**src/verilog/oad_pkg.sv**
```systemverilog
// Package of constants and carrier types for the operand address decoder
package oad_pkg;
   // ******************************
   // Field codes
   // ******************************
   localparam logic [1:0] MODE_REG = 2'h3;
   localparam logic [1:0] MODE_NODISP = 2'h0;
   localparam logic [1:0] MODE_DISP8 = 2'h1;
   localparam logic [1:0] MODE_DISP16 = 2'h2;
   localparam logic [2:0] RM_DIRECT = 3'h6;
   localparam logic [2:0] PREFIX_HI = 3'h1;
   localparam logic [2:0] PREFIX_LO = 3'h6;
   localparam logic [7:0] OP_OVF_TRAP = 8'hce;
   localparam logic [7:0] OP_HANDLER_RET = 8'hcf;
   localparam logic [7:0] OP_RANGE_CHECK = 8'h62;
   // ******************************
   // Segment codes
   // ******************************
   localparam logic [1:0] SEG_EXTRA = 2'h0;
   localparam logic [1:0] SEG_CODE = 2'h1;
   localparam logic [1:0] SEG_STACK = 2'h2;
   localparam logic [1:0] SEG_DATA = 2'h3;
   // ******************************
   // Cycle counts
   // ******************************
   localparam logic [7:0] CYC_WORD_EXTRA = 8'h04;
   localparam logic [7:0] CYC_OVF_TAKEN = 8'h30;
   localparam logic [7:0] CYC_OVF_NOT = 8'h04;
   localparam logic [7:0] CYC_RET = 8'h1c;
   localparam logic [7:0] CYC_RANGE_MIN = 8'h21;
   localparam logic [7:0] CYC_RANGE_MAX = 8'h23;
   localparam logic [2:0] CYC_EA = 3'h4;
   localparam logic [7:0] RESET_CYCLES = 8'h00;

   typedef struct packed {
      logic [7:0] opcode;
      logic [1:0] mode;
      logic [2:0] reg_field;
      logic [2:0] rm;
      logic width;
      logic seg_ovr_valid;
      logic [7:0] prefix;
      logic string_dest;
      logic ovf_flag;
      logic range_fail;
   } oad_instr_t;

   typedef struct packed {
      logic [15:0] base_register;
      logic [15:0] source_index;
      logic [15:0] frame_pointer;
      logic [15:0] destination_index;
   } oad_regs_t;

   typedef struct packed {
      logic [15:0] effective_address;
      logic [1:0] segment;
      logic is_register;
      logic [2:0] reg_index;
      logic high_byte;
      logic [1:0] disp_bytes;
   } oad_result_t;
endpackage

```
**src/verilog/oad_cycle_count.sv**
```systemverilog
// Cycle count lookup for trap, return and range-check instructions
`timescale 1ns/1ps
module oad_cycle_count (
   input wire logic [7:0] opcode_in,
   input wire logic ovf_flag_in,
   input wire logic range_fail_in,
   input wire logic word_mem_in,
   output logic [7:0] cycles_out,
   output logic known_out
);
   always_comb begin
      cycles_out = oad_pkg::RESET_CYCLES;
      known_out = 1'b1;
      case (opcode_in)
         oad_pkg::OP_OVF_TRAP: begin
            cycles_out = ovf_flag_in ? oad_pkg::CYC_OVF_TAKEN : oad_pkg::CYC_OVF_NOT;
         end
         oad_pkg::OP_HANDLER_RET: begin
            cycles_out = oad_pkg::CYC_RET;
         end
         oad_pkg::OP_RANGE_CHECK: begin
            // Out-of-range case takes the longer figure
            cycles_out = range_fail_in ? oad_pkg::CYC_RANGE_MAX : oad_pkg::CYC_RANGE_MIN;
         end
         default: begin
            known_out = 1'b0;
         end
      endcase
      if (known_out && word_mem_in && opcode_in == oad_pkg::OP_RANGE_CHECK) begin
         cycles_out = 8'(cycles_out + oad_pkg::CYC_WORD_EXTRA);
      end
   end
endmodule

```
**src/verilog/oad_decoder.sv**
```systemverilog
// Operand address decoder top: mode/rm decode, displacement, segment, cycles
//
// Behaviour
// - word memory transfers add four cycles to range check only
// - overflow trap takes 48 or 4 cycles
// - handler return decoded, takes 28 cycles
// - range check with operand byte, 33-35 cycles
// - mode 11 selects register, no address
// - mode 00 zero displacement, none fetched
// - mode 01 one byte, sign extended
// - mode 10 full sixteen-bit displacement
// - rm code selects address sum terms
// - mode 00 rm 110 is direct address
// - displacement follows second byte, before immediates
// - address computation takes four cycles
// - prefix 001rr110 overrides operand segment
// - register selector indexes words or byte halves
// - frame pointer addressing defaults to stack
// - string destination always extra segment
`timescale 1ns/1ps
module oad_decoder (
   input wire logic clk_in,
   input wire logic rst_in,
   input wire logic start_in,
   input wire oad_pkg::oad_instr_t instr_in,
   input wire oad_pkg::oad_regs_t regs_in,
   input wire logic byte_valid_in,
   input wire logic [7:0] byte_in,
   output logic busy_out,
   output logic done_out,
   output logic need_byte_out,
   output oad_pkg::oad_result_t result_out,
   output logic [7:0] cycles_out,
   output logic cycles_known_out
);
   // ******************************
   // State
   // ******************************
   typedef enum logic [2:0] {
      OAD_IDLE,
      OAD_DISP_LO,
      OAD_DISP_HI,
      OAD_CALC,
      OAD_DONE
   } oad_phase_t;

   typedef struct packed {
      oad_phase_t phase;
      oad_pkg::oad_instr_t instr;
      oad_pkg::oad_regs_t regs;
      logic [15:0] disp;
      logic [2:0] calc_cnt;
      logic busy;
      logic done;
      logic need_byte;
      oad_pkg::oad_result_t result;
      logic [7:0] cycles;
      logic cycles_known;
   } oad_state_t;

   oad_state_t state_reg;
   oad_state_t state_next;
   logic [7:0] lut_cycles;
   logic lut_known;

   // ******************************
   // Helpers
   // ******************************
   function automatic logic [1:0] disp_count(input logic [1:0] mode, input logic [2:0] rm);
      logic [1:0] n;
      n = 2'h0;
      case (mode)
         oad_pkg::MODE_NODISP: n = (rm == oad_pkg::RM_DIRECT) ? 2'h2 : 2'h0;
         oad_pkg::MODE_DISP8: n = 2'h1;
         oad_pkg::MODE_DISP16: n = 2'h2;
         default: n = 2'h0;
      endcase
      return n;
   endfunction

   function automatic logic [15:0] ea_sum(input oad_pkg::oad_regs_t r, input logic [2:0] rm,
                                          input logic [15:0] d);
      logic [15:0] s;
      s = 16'h0000;
      case (rm)
         3'h0: s = r.base_register + r.source_index;
         3'h1: s = r.base_register + r.destination_index;
         3'h2: s = r.frame_pointer + r.source_index;
         3'h3: s = r.frame_pointer + r.destination_index;
         3'h4: s = r.source_index;
         3'h5: s = r.destination_index;
         3'h6: s = r.frame_pointer;
         default: s = r.base_register;
      endcase
      return 16'(s + d);
   endfunction

   function automatic logic uses_frame(input logic [1:0] mode, input logic [2:0] rm);
      logic f;
      f = (rm == 3'h2) || (rm == 3'h3) || (rm == 3'h6);
      if (mode == oad_pkg::MODE_NODISP && rm == oad_pkg::RM_DIRECT) begin
         f = 1'b0;
      end
      return f;
   endfunction

   oad_cycle_count u_cycles (
      .opcode_in(state_reg.instr.opcode),
      .ovf_flag_in(state_reg.instr.ovf_flag),
      .range_fail_in(state_reg.instr.range_fail),
      .word_mem_in(state_reg.instr.width && state_reg.instr.mode != oad_pkg::MODE_REG),
      .cycles_out(lut_cycles),
      .known_out(lut_known)
   );

   // ******************************
   // Next state
   // ******************************
   always_comb begin
      logic [1:0] seg;
      logic direct;
      seg = oad_pkg::SEG_DATA;
      direct = 1'b0;
      state_next = state_reg;
      state_next.done = 1'b0;
      case (state_reg.phase)
         OAD_IDLE: begin
            if (start_in) begin
               state_next.instr = instr_in;
               state_next.regs = regs_in;
               state_next.disp = 16'h0000;
               state_next.busy = 1'b1;
               state_next.calc_cnt = 3'h0;
               // Displacement bytes are the next ones after the operand byte
               if (disp_count(instr_in.mode, instr_in.rm) != 2'h0) begin
                  state_next.phase = OAD_DISP_LO;
                  state_next.need_byte = 1'b1;
               end else begin
                  state_next.phase = OAD_CALC;
               end
            end
         end
         OAD_DISP_LO: begin
            if (byte_valid_in) begin
               state_next.disp = {{8{byte_in[7]}}, byte_in};
               if (disp_count(state_reg.instr.mode, state_reg.instr.rm) == 2'h2) begin
                  state_next.phase = OAD_DISP_HI;
               end else begin
                  state_next.phase = OAD_CALC;
                  state_next.need_byte = 1'b0;
               end
            end
         end
         OAD_DISP_HI: begin
            if (byte_valid_in) begin
               state_next.disp = {byte_in, state_reg.disp[7:0]};
               state_next.phase = OAD_CALC;
               state_next.need_byte = 1'b0;
            end
         end
         OAD_CALC: begin
            // Fixed latency keeps the pipeline timing mode independent
            state_next.calc_cnt = 3'(state_reg.calc_cnt + 3'h1);
            if (state_reg.calc_cnt == 3'(oad_pkg::CYC_EA - 3'h1)) begin
               direct = state_reg.instr.mode == oad_pkg::MODE_NODISP &&
                        state_reg.instr.rm == oad_pkg::RM_DIRECT;
               state_next.result.is_register = state_reg.instr.mode == oad_pkg::MODE_REG;
               state_next.result.disp_bytes = disp_count(state_reg.instr.mode,
                                                         state_reg.instr.rm);
               if (state_reg.instr.mode == oad_pkg::MODE_REG) begin
                  state_next.result.effective_address = 16'h0000;
                  state_next.result.reg_index = state_reg.instr.width ? state_reg.instr.rm :
                                                {1'b0, state_reg.instr.rm[1:0]};
                  state_next.result.high_byte = !state_reg.instr.width &&
                                                state_reg.instr.rm[2];
               end else begin
                  state_next.result.effective_address = direct ? state_reg.disp :
                     ea_sum(state_reg.regs, state_reg.instr.rm, state_reg.disp);
                  state_next.result.reg_index = state_reg.instr.reg_field;
                  state_next.result.high_byte = 1'b0;
               end
               if (uses_frame(state_reg.instr.mode, state_reg.instr.rm)) begin
                  seg = oad_pkg::SEG_STACK;
               end
               if (state_reg.instr.seg_ovr_valid &&
                   state_reg.instr.prefix[7:5] == oad_pkg::PREFIX_HI &&
                   state_reg.instr.prefix[2:0] == oad_pkg::PREFIX_LO) begin
                  seg = state_reg.instr.prefix[4:3];
               end
               if (state_reg.instr.string_dest) begin
                  seg = oad_pkg::SEG_EXTRA;
               end
               state_next.result.segment = seg;
               state_next.cycles = lut_cycles;
               state_next.cycles_known = lut_known;
               state_next.phase = OAD_DONE;
            end
         end
         OAD_DONE: begin
            state_next.done = 1'b1;
            state_next.busy = 1'b0;
            state_next.phase = OAD_IDLE;
         end
         default: begin
            state_next.phase = OAD_IDLE;
         end
      endcase
   end

   always_ff @(posedge clk_in or posedge rst_in) begin
      if (rst_in) begin
         state_reg <= '0;
      end else begin
         state_reg <= state_next;
      end
   end

   assign busy_out = state_reg.busy;
   assign done_out = state_reg.done;
   assign need_byte_out = state_reg.need_byte;
   assign result_out = state_reg.result;
   assign cycles_out = state_reg.cycles;
   assign cycles_known_out = state_reg.cycles_known;
endmodule

```
**config.mk**
```make
export PLATFORM = sky130hd
export DESIGN_NAME = oad_decoder
export DESIGN_NICKNAME = d
export VERILOG_FILES = /design/src/verilog/oad_pkg.sv /design/src/verilog/oad_cycle_count.sv /design/src/verilog/oad_decoder.sv
export SDC_FILE = /design/constraint.sdc
export NUM_CORES = 1
export LEC_CHECK = 0
export BUFFER_PORTS_ARGS = -buffer_cell sky130_fd_sc_hd__buf_2
export CAP_MARGIN = 25
export CORE_ASPECT_RATIO = 1.75
export CORE_MARGIN = 1
export CORE_UTILIZATION = 35
export CTS_CLUSTER_SIZE = 40
export DETAILED_ROUTE_END_ITERATION = 7
export PLACE_DENSITY_LB_ADDON = 0.25
export SLEW_MARGIN = 20
export SYNTH_ARGS = -nofsm -noshare
export SYNTH_HDL_FRONTEND = slang
export SYNTH_HIERARCHICAL = 1
export SYNTH_SLANG_ARGS = --single-unit
```
**constraint.sdc**
```tcl
create_clock -name clk_in -period 10.8 [get_ports clk_in]
set_input_delay 0.54 -clock clk_in [delete_from_list [all_inputs] [get_ports clk_in]]
set_output_delay 0.54 -clock clk_in [all_outputs]
set_load 0.1 [all_outputs]
```
=== Yosys cells after proc, flatten, opt, wreduce, memory -nomap -nowiden ===
Index checks and enable logic that the tools add are counted.

* Output and inout port bits: 37
* Input bits: 105
* Word-level logic and storage cells: 141
* Bits in registers: 152

* Add/subtract/negate cells: 7
* Muxes and demuxes: 46
* Bitwise gates (word level): 1
* Reductions and logical operators: 28
* Equality and inequality tests: 30

{| class="wikitable"
|+ Operators by type and width
! kind !! number
|-
| two-way mux 116 bit || 1
|-
| two-way mux 16 bit || 7
|-
| one-hot mux 16 bit (7 select lines) || 1
|-
| adder 16 bit || 5
|-
| one-hot mux 16 bit (3 select lines) || 1
|-
| one-hot mux 8 bit (3 select lines) || 1
|-
| two-way mux 2 bit || 10
|-
| == test 3 bit, second input constant || 6
|-
| == test 8 bit, second input constant || 2
|-
| == test 3 x 2 -> 1 bit, second input constant || 5
|-
| inequality test 2 bit, second input constant || 7
|-
| two-way mux 1 bit || 12
|-
| two-way mux 3 bit || 4
|-
| one-hot mux 2 bit (3 select lines) || 2
|-
| one-hot mux 3 bit (4 select lines) || 1
|-
| AND reduction 4 bit || 3
|-
| == test 3 x 1 -> 1 bit, second input constant || 3
|-
| adder 8 x 3 -> 8 bit, second input constant || 1
|-
| == test 2 bit, second input constant || 4
|-
| == test 8 x 7 -> 1 bit, second input constant || 1
|-
| two-way mux 8 bit || 1
|-
| AND reduction 2 bit || 4
|-
| nonzero test 2 bit || 4
|-
| logical AND 1 bit || 7
|-
| other kinds (15) || 19
|}

=== Logic depth before layout (Yosys ltp) ===
Gate-level depths: netlist of run 1.

* Depth in word-level cells: 9
* Gate-level depth with buffers: 26
* Gate-level depth less buffers: 24

=== By module ===
Netlist of run 1, hierarchy kept.

{| class="wikitable"
|+ Modules (own cells, without submodules)
! module !! cells an instance !! area an instance (um2) !! seq. area each (um2) !! instances
|-
| oad_decoder || 939 || 9,444.1 || 3,803.6 || 1
|-
| oad_cycle_count || 21 || 143.9 || 0.0 || 1
|}

=== Worst setup path before layout of run 1 ===
OpenSTA, ideal clock, no wires.

* Kind: reg2reg
* Start point: register state_reg[135] (netlist name)
* End point: register state_reg, in the netlist result_out[24]
* Buffers on the path: 2
* Stages on the path, launching flop included: 26
* Setup slack: 5.807 ns
* Arrival time: 4.924 ns
* Required time: 10.731 ns
* Path through: dfrtp_1 -> buf_2 -> nor3b_4 -> clkbuf_1 -> mux2_2 -> ha_1 -> inv_1 -> fa_1 -> nor2b_1 -> o21a_1 -> o21ai_1 -> a21oi_1 -> a21o_1 -> a211o_1 -> a31oi_1 -> nor2_1 -> ha_1 -> a21oi_1 -> o21ai_0 -> a21oi_1 -> o21bai_1 -> a21o_1 -> a31oi_1 -> xnor2_1 -> or4_1 -> nand3_1

* Word-level cells in the longest chain between the ends: 8

{| class="wikitable"
|+ Ends and longest elaborated chain
! item !! line !! text
|-
| start, declared || oad_decoder.sv:61 || <nowiki>oad_state_t state_reg;</nowiki>
|-
| start signal, assigned || oad_decoder.sv:214 || <nowiki>state_reg <= state_next;</nowiki>
|-
| == test 3 bit (tied with other cells) || oad_decoder.sv:85, oad_decoder.sv:166 ||
|-
| one-hot mux 16 bit (7 select lines) || oad_decoder.sv:85 || <nowiki>case (rm)</nowiki>
|-
| two-way mux 16 bit || oad_decoder.sv:170 || <nowiki>if (state_reg.instr.mode == oad_pkg::MODE_REG) begin</nowiki>
|-
| two-way mux 16 bit || oad_decoder.sv:164 || <nowiki>if (state_reg.calc_cnt == 3'(oad_pkg::CYC_EA - 3'h1)) begin</nowiki>
|-
| two-way mux 16 bit || oad_decoder.sv:126 || <nowiki>case (state_reg.phase)</nowiki>
|-
| adder 16 bit || oad_decoder.sv:95 || <nowiki>return 16'(s + d);</nowiki>
|-
| two-way mux 16 bit * || oad_decoder.sv:177 || <nowiki>state_next.result.effective_address = direct ? state_reg.disp :</nowiki>
|-
| two-way mux 16 bit * || oad_decoder.sv:170 ||
|}

Mark *: on every way between the ends. The rest lies on a longest branch, timed or not. The select of a mux whose other input is x is not followed.
A chain may end at the register's enable or synchronous reset.

=== Final worst setup path of run 1 ===
* Start point: register state_reg[133] (netlist name)
* End point: register state_reg, in the netlist result_out[24]

Same word-level chain as after synthesis.

==> results of run 1 <==
-- worst max-delay path: stages (launching register included) --
cell and delay [ns]:
sky130_fd_sc_hd__dfrtp_1 0.55, sky130_fd_sc_hd__buf_4 0.34, sky130_fd_sc_hd__nor3b_4 0.83, sky130_fd_sc_hd__mux2_2 0.30
sky130_fd_sc_hd__ha_1 0.19, sky130_fd_sc_hd__inv_1 0.07, sky130_fd_sc_hd__fa_1 0.37, sky130_fd_sc_hd__nor2b_1 0.16
sky130_fd_sc_hd__o21a_1 0.15, sky130_fd_sc_hd__o21ai_1 0.10, sky130_fd_sc_hd__a21oi_1 0.32, sky130_fd_sc_hd__a21oi_1 0.24
sky130_fd_sc_hd__a2111oi_0 0.56, sky130_fd_sc_hd__o21bai_1 0.11, sky130_fd_sc_hd__a21o_1 0.20, sky130_fd_sc_hd__a31oi_1 0.22
sky130_fd_sc_hd__ha_1 0.33, sky130_fd_sc_hd__a21o_1 0.20, sky130_fd_sc_hd__a31oi_1 0.17, sky130_fd_sc_hd__xnor2_1 0.11
sky130_fd_sc_hd__or4_1 0.40, sky130_fd_sc_hd__nand3_1 0.09
-- per-stage QoR --
stage / hold WS (ns) / utilization (%) / cells / worst slack [ns] / area (sq um)
finish: 0.2742 / 40.99 / 1425 / 4.716 / 10980
detailed placement: 0.4606 / 38.80 / 1393 / 4.791 / 10390
floorplan: 0.4445 / - / 961 / 5.807 / 9592
global route: 0.3065 / 40.98 / 1424 / 4.286 / 10980
global placement: 0.4571 / 38.80 / 1393 / 4.863 / 10390
CTS: 0.2901 / 40.98 / 1424 / 4.742 / 10980
-- worst min path at each step --
stage	cells past startpoint	to	from	slack (ns)
finish	2	state_reg[101]	rst_in	0.27
global route	2	state_reg[56]	regs_in[0]	0.31
CTS	2	state_reg[101]	rst_in	0.29
detailed placement	2	cycles_out[7]	cycles_out[7]	0.46
global placement	2	result_out[18]	result_out[18]	0.46
floorplan	2	result_out[2]	result_out[2]	0.44
-- layout make-up --
cell class | instances | area [sq um] | share of cell area (%)
inverters | 25 | 98.84 | 0.9002
clock inverters | 12 | 142.6 | 1.299
flip-flops and latches | 152 | 3804 | 34.64
diodes | 1 | 2.502 | 0.02279
multi-input cells | 703 | 5269 | 47.98
well taps | 364 | 455.4 | 4.148
clock buffers | 19 | 442.9 | 4.034
repair buffers | 149 | 765.7 | 6.974
-- layer usage --
metal,wire length (um),GRT usage (%),vias to the layer above
li1,-,-,3610
met1,10150,20.92,3613
met2,13310,33.53,169
met3,931,3.457,48
met4,886,9.217,0
met5,0,0,-
-- synth_stat cells, drive strengths merged, types with 11 or more instances --
| cell | count |
|---|---|
| o221ai | 12 |
| ha | 50 |
| inv | 25 |
| clkbuf | 37 |
| nor3 | 16 |
| nand3 | 16 |
| o21ai | 54 |
| buf | 44 |
| a21oi | 76 |
| nor2 | 50 |
| nand2 | 100 |
| xnor2 | 16 |
| mux2i | 11 |
| xor2 | 16 |
| mux2 | 137 |
| dfrtp | 152 |
-- logic make-up (layout without fill, tap and decap cells) --
| logic type | after synthesis | after routing | share of synthesized area (%) |
|---|---|---|---|
| DFF | 152 | 152 | 39.67 |
| buffers and inverters | 106 | 205 | 5.559 |
| other | 1 | 3 | 0.03911 |
| muxes | 150 | 150 | 17.71 |
| adders and majority gates | 53 | 53 | 7.151 |
| AOI/OAI and AO/OA | 221 | 221 | 14.36 |
| xor gates and xnor gates | 32 | 32 | 2.923 |
| and+or+nand+nor | 245 | 245 | 12.59 |
==> summary.txt, run 1 <==
Setup path
  • Kind of capture point of the worst setup path: register
  • Launching element of the worst setup path: state_reg[133]
  • Capturing instance or port of the critical path: result_out[24]
  • Worst Path Max Fanout: 30
  • Category of the critical setup timing path: reg -> reg
  • Required time of the critical path: 11.18 ns
  • Crit path launch type: register
  • RR Endpoint: result_out[24]
  • Endpoint arrival time on the critical path: 6.46 ns
  • Depth of the worst register-to-register path: 21
  • Worst flop-to-flop path startpoint: state_reg[133]
  • Worst-case register-to-register setup slack: 4.72 ns

Placement
  • Port bufs: 141
  • Placed wire-length estimate after detailed placement: 19530 um
  • Final weighted congestion in routability-driven placement: 0.8952

Floorplanning
  • Height of the die: 221.0 um
  • Die outline width: 127.1 um
  • Count of standard-cell rows: 79
  • Initial standard-cell utilization of the core: 35.79%
  • I/O pin count: 142
  • DIE AREA: 28090 sq um
  • Core Footprint: 26790 sq um

STA
  • Headroom to the max-slew limit: 35.08%
  • Crit share post-route: 56.33%
  • Final slew viol count: 0
  • Unrepaired setup endpoints after global routing: no
  • Clock skew after layout: 0.01054 ns
  • Final setup viols: 0
  • Number of endpoints with negative hold slack in the final report: 0
  • Setup Total Neg Slack: 0 ns
  • Achievable frequency: 164.4 MHz
  • Time the final worst path needs with I/O delays and setup: 6.084 ns
  • Least-Margin Pin Slew: 0.9728 ns

Run
  • MaxCap Viol Count: 0

Synth
  • Post-Synthesis Mean Instance Area: 9.987 sq um
  • Synthesized area: 9588 sq um
  • Fraction of synthesis flops using an asynchronous set or reset pin: 100.0%
  • Post-Synthesis Cells: 960
  • Number of flops mapped to enable cells by yosys: 0
  • Post-synth top flop: sky130_fd_sc_hd__dfrtp_1
  • Post-synthesis sequential area ratio: 39.67%
  • Cell taking the most area after synthesis: sky130_fd_sc_hd__dfrtp_1
  • Yosys cell types: 73
  • Cell types occupying the most area after synthesis: sky130_fd_sc_hd__dfrtp_1, sky130_fd_sc_hd__mux2_2, sky130_fd_sc_hd__ha_1, sky130_fd_sc_hd__a21oi_1, sky130_fd_sc_hd__nand2_1
  • Synth Register Bits: 152
  • Share of the synthesized area in the top cell type: 39.67%
  • Count of warnings emitted by yosys: 6

Clock tree
  • TritonCTS clock tree: done
  • Maximum number of buffers from clock root to sink: 2
  • Number of levels in the clock H-tree: 4
  • Num CTS Buffers: 17
  • Clock net sink count: 152
  • CTS clock-pin slew for the worst setup and hold paths: 0.06 ns
  • Worst-skew pair later-pin latency: 0.45 ns
  • Cell chosen for the clock root: sky130_fd_sc_hd__clkbuf_16
  • CTS hold repair buffers: 0
  • Post-CTS sizing: 0
  • Setup repair bufs after CTS: 0

GRT
  • Maximum number of pins on one net before global-route repair: 93
  • GR Util All Layers: 18.69%
  • First-pass GRT wire length: 40160 um
  • Grt ovf: 0
  • Vias in the first global route: 7381
  • Number of antenna violations at the first check in global routing: 0

Routing
  • Remaining antenna violation count after routing: 0
  • Detailed Route WL: 25280 um
  • Wire length per cell after detailed routing: 17.74 um
  • Detailed-router iteration count before antenna repair: 4
  • 1st-iter DRT viols: 336
  • Post-detailed-route DRC marker count: 0
  • Overall via count from detail_route: 7440
  • Vias per Instance: 5.221

Hold path
  • Class of the most critical hold timing path: in -> async

Final layout
  • Signed area change from the synthesized netlist to the final layout: 14.52%
  • Number of nets in the layout: 1206
  • Commonest cells after routing, fill and taps aside: sky130_fd_sc_hd__dfrtp_1, sky130_fd_sc_hd__buf_2, sky130_fd_sc_hd__mux2_2, sky130_fd_sc_hd__nand2_1, sky130_fd_sc_hd__a21oi_1
  • Filler cell count: 2681
  • Most common library cell in the layout ignoring fill and taps: sky130_fd_sc_hd__dfrtp_1
  • Flip-flop count of the largest register, all copies and words added: 115
  • Share of cells above drive strength 1: 31.79%

Status
  • Result of the run: complete, no violations
Power of run 1 is left out: the tool's default activity adds up to more than one toggle a clock period on the data nets, which glitch-free logic cannot reach.
==> run 2: changes to the inputs <==
- ABC_AREA: unset -> 1
- clock period: 10.8 -> 4.9 ns (I/O delays scaled with it)
==> run 2 against run 1 <==
  * The flow now finishes with violations (design-rule violations)
  * Final cell count is 31% higher
  * Fmax is 37% higher
  * First-iteration DRC count grew 54%
  * Setup slack worse by 4.2 ns
  * Sequential cell count did not move
  * Largest cell class unchanged
  * Highest routed layer unchanged
==> summary.txt, run 2 <==
Status
  • Result of the run: finished, violations left
  • Violated checks: design-rule violations

Floorplanning
  • Initial standard-cell utilization of the core: 35.63%
  • I/O pin count: 142
  • Count of standard-cell rows: 80
  • Core Footprint: 27330 sq um
  • DIE AREA: 28510 sq um
  • Height of the die: 222.6 um
  • Die outline width: 128.1 um

Placement
  • Final weighted congestion in routability-driven placement: 0.9707
  • Placed instance area: 10520 sq um
  • Placed wire-length estimate after detailed placement: 23440 um
  • Post-Place Worst Slack: 0.3607 ns
  • Port bufs: 141

STA
  • Crit share post-route: 90.44%
  • Unrepaired setup endpoints after global routing: no
  • Achievable frequency: 225.6 MHz
  • Least-Margin Pin Slew: 0.9841 ns
  • Setup Total Neg Slack: 0 ns
  • Number of endpoints with negative hold slack in the final report: 0
  • Time the final worst path needs with I/O delays and setup: 4.432 ns
  • Final setup viols: 0
  • Final slew viol count: 0
  • Post-layout worst setup margin: 0.4683 ns
  • Headroom to the max-slew limit: 34.24%
  • Clock skew after layout: 0.01041 ns

Final layout
  • Commonest cells after routing, fill and taps aside: sky130_fd_sc_hd__nand2_1, sky130_fd_sc_hd__dfrtp_1, sky130_fd_sc_hd__inv_1, sky130_fd_sc_hd__buf_2, sky130_fd_sc_hd__o21ai_0
  • Utilization after layout: 43.02%
  • Flip-flop count of the largest register, all copies and words added: 115
  • Most common library cell in the layout ignoring fill and taps: sky130_fd_sc_hd__nand2_1
  • Share of cells above drive strength 1: 15.37%
  • Final std cell area, no fill: 11760 sq um
  • Filler cell count: 2887
  • Number of nets in the layout: 1641
  • Signed area change from the synthesized netlist to the final layout: 20.76%

Setup path
  • Worst flop-to-flop path startpoint: state_reg[135]
  • Count of buffer and inverter cells on the critical path: 6
  • Cell type of the slowest stage on the worst timing path: sky130_fd_sc_hd__dfrtp_1
  • RR Endpoint: result_out[24]
  • Kind of capture point of the worst setup path: register
  • Depth of the worst register-to-register path: 28
  • Crit path launch type: register
  • Largest stage delay, worst path: 0.50 ns
  • Endpoint arrival time on the critical path: 4.77 ns
  • Category of the critical setup timing path: reg -> reg
  • Cell family with the largest share of critical-path delay: simple AND/OR/NAND/NOR gates
  • Worst-case register-to-register setup slack: 0.47 ns
  • Required time of the critical path: 5.23 ns
  • Worst Path Max Fanout: 21

Synth
  • Synth Register Bits: 152
  • Yosys cell types: 52
  • Most frequent cell after synthesis: sky130_fd_sc_hd__nand2_1
  • Leading cell types by count after synthesis: sky130_fd_sc_hd__nand2_1, sky130_fd_sc_hd__dfrtp_1, sky130_fd_sc_hd__inv_1, sky130_fd_sc_hd__o21ai_0, sky130_fd_sc_hd__nand3_1
  • Post-synth top flop: sky130_fd_sc_hd__dfrtp_1
  • Post-synthesis sequential area ratio: 39.07%
  • Cell types occupying the most area after synthesis: sky130_fd_sc_hd__dfrtp_1, sky130_fd_sc_hd__nand2_1, sky130_fd_sc_hd__ha_1, sky130_fd_sc_hd__o21ai_0, sky130_fd_sc_hd__inv_1
  • Number of flops mapped to enable cells by yosys: 0
  • Cell taking the most area after synthesis: sky130_fd_sc_hd__dfrtp_1
  • Synthesized area: 9736 sq um
  • Share of the synthesized area in the top cell type: 39.07%
  • Fraction of synthesis flops using an asynchronous set or reset pin: 100.0%
  • Post-Synthesis Cells: 1331
  • Post-Synthesis Mean Instance Area: 7.314 sq um
  • Count of warnings emitted by yosys: 6

Clock tree
  • Cell chosen for the clock root: sky130_fd_sc_hd__clkbuf_16
  • Maximum number of buffers from clock root to sink: 2
  • CTS clock-pin slew for the worst setup and hold paths: 0.06 ns
  • Number of levels in the clock H-tree: 4
  • Worst-skew pair later-pin latency: 0.45 ns
  • Setup repair bufs after CTS: 0
  • TritonCTS clock tree: done
  • Clock net sink count: 152
  • Num CTS Buffers: 17

Routing
  • 1st-iter DRT viols: 518
  • Wire length per cell after detailed routing: 16.33 um
  • Detailed Route WL: 30510 um
  • Remaining antenna violation count after routing: 0
  • Post-detailed-route DRC marker count: 2
  • Overall via count from detail_route: 9319
  • Detailed-router iteration count before antenna repair: 8
  • Vias per Instance: 4.989

Hold path
  • Hold Startpoint: instr_in[1]
  • Hold Path Stages: 3
  • Class of the most critical hold timing path: in -> reg
  • Worst hold endpoint: state_reg[121]

GRT
  • Maximum number of pins on one net before global-route repair: 70
  • First-pass GRT wire length: 47770 um
  • GR Util All Layers: 22.19%
  • Grt ovf: 0
  • Number of antenna violations at the first check in global routing: 3
  • Vias in the first global route: 9146

Run
  • MaxCap Viol Count: 0
==> run 2: final cells by class <==
cell class                      count  area, sq um  area share, %
Inverter                          161        611.8          5.204
Clock inverter                     12        116.4         0.9898
Sequential cell                   152         3804          32.35
Antenna cell                        3        7.507        0.06386
Tap cell                          369        461.7          3.927
Clock buffer                       20        456.7          3.885
Timing Repair Buffer              214         1426          12.13
Multi-Input combinational cell    937         4872          41.44
==> run 2: worst min-delay path: stages <==
cell and delay (ns):
sky130_fd_sc_hd__buf_2 0.07, sky130_fd_sc_hd__nand2_1 0.06, sky130_fd_sc_hd__nand2_1 0.06
==> run 2: timing repair <==
action                                 in CTS  in global routing
hold buffers                               64                  0
endpoints found under the hold margin     122                  0
gates resized for setup                     0                  2
setup endpoints to repair                   0                  3
==> run 2: how the worst max path moves through the flow <==
stage	endpoint	cells past startpoint	slack [ns]	startpoint
global route	result_out[24]	28	0.07	state_reg[135]
floorplan	busy_out	1	0.56	rst_in
finish	result_out[24]	28	0.47	state_reg[135]
global placement	result_out[19]	24	0.39	state_reg[135]
CTS	result_out[23]	24	0.35	state_reg[135]
detailed placement	result_out[23]	24	0.36	state_reg[135]
==> run 2: per-layer routing <==
layer / part of all wire (%) / global-route usage [%] / vias up
met4: 4.7 / 12.30 / 0
met3: 3.5 / 3.588 / 80
li1: - / - / 4619
met5: 0 / 0 / -
met1: 39 / 23.97 / 4375
met2: 53 / 40.46 / 245
==> run 2: kinds of logic after synthesis <==
| group | after synthesis | share of synthesized area, % |
|---|---|---|
| other | 1 | 0.03852 |
| flip-flops | 152 | 39.07 |
| AO/OA/AOI/OAI | 284 | 16.99 |
| buffers and inverters | 243 | 11.08 |
| XOR/XNOR | 5 | 0.4498 |
| adder cells (fa/ha/maj) | 53 | 7.043 |
| AND/OR/NAND/NOR | 593 | 25.33 |
==> run 2: metrics by stage <==
| stage | std cells | hold WS, ns |
|---|---|---|
| floorplan | 1332 | 0.3616 |
| global placement | 1769 | 0.3776 |
| detailed placement | 1769 | 0.3854 |
| CTS | 1865 | 0.001275 |
| global route | 1868 | 0.01357 |
| finish | 1868 | 0.02187 |
Power of run 2 is left out for the same reason.
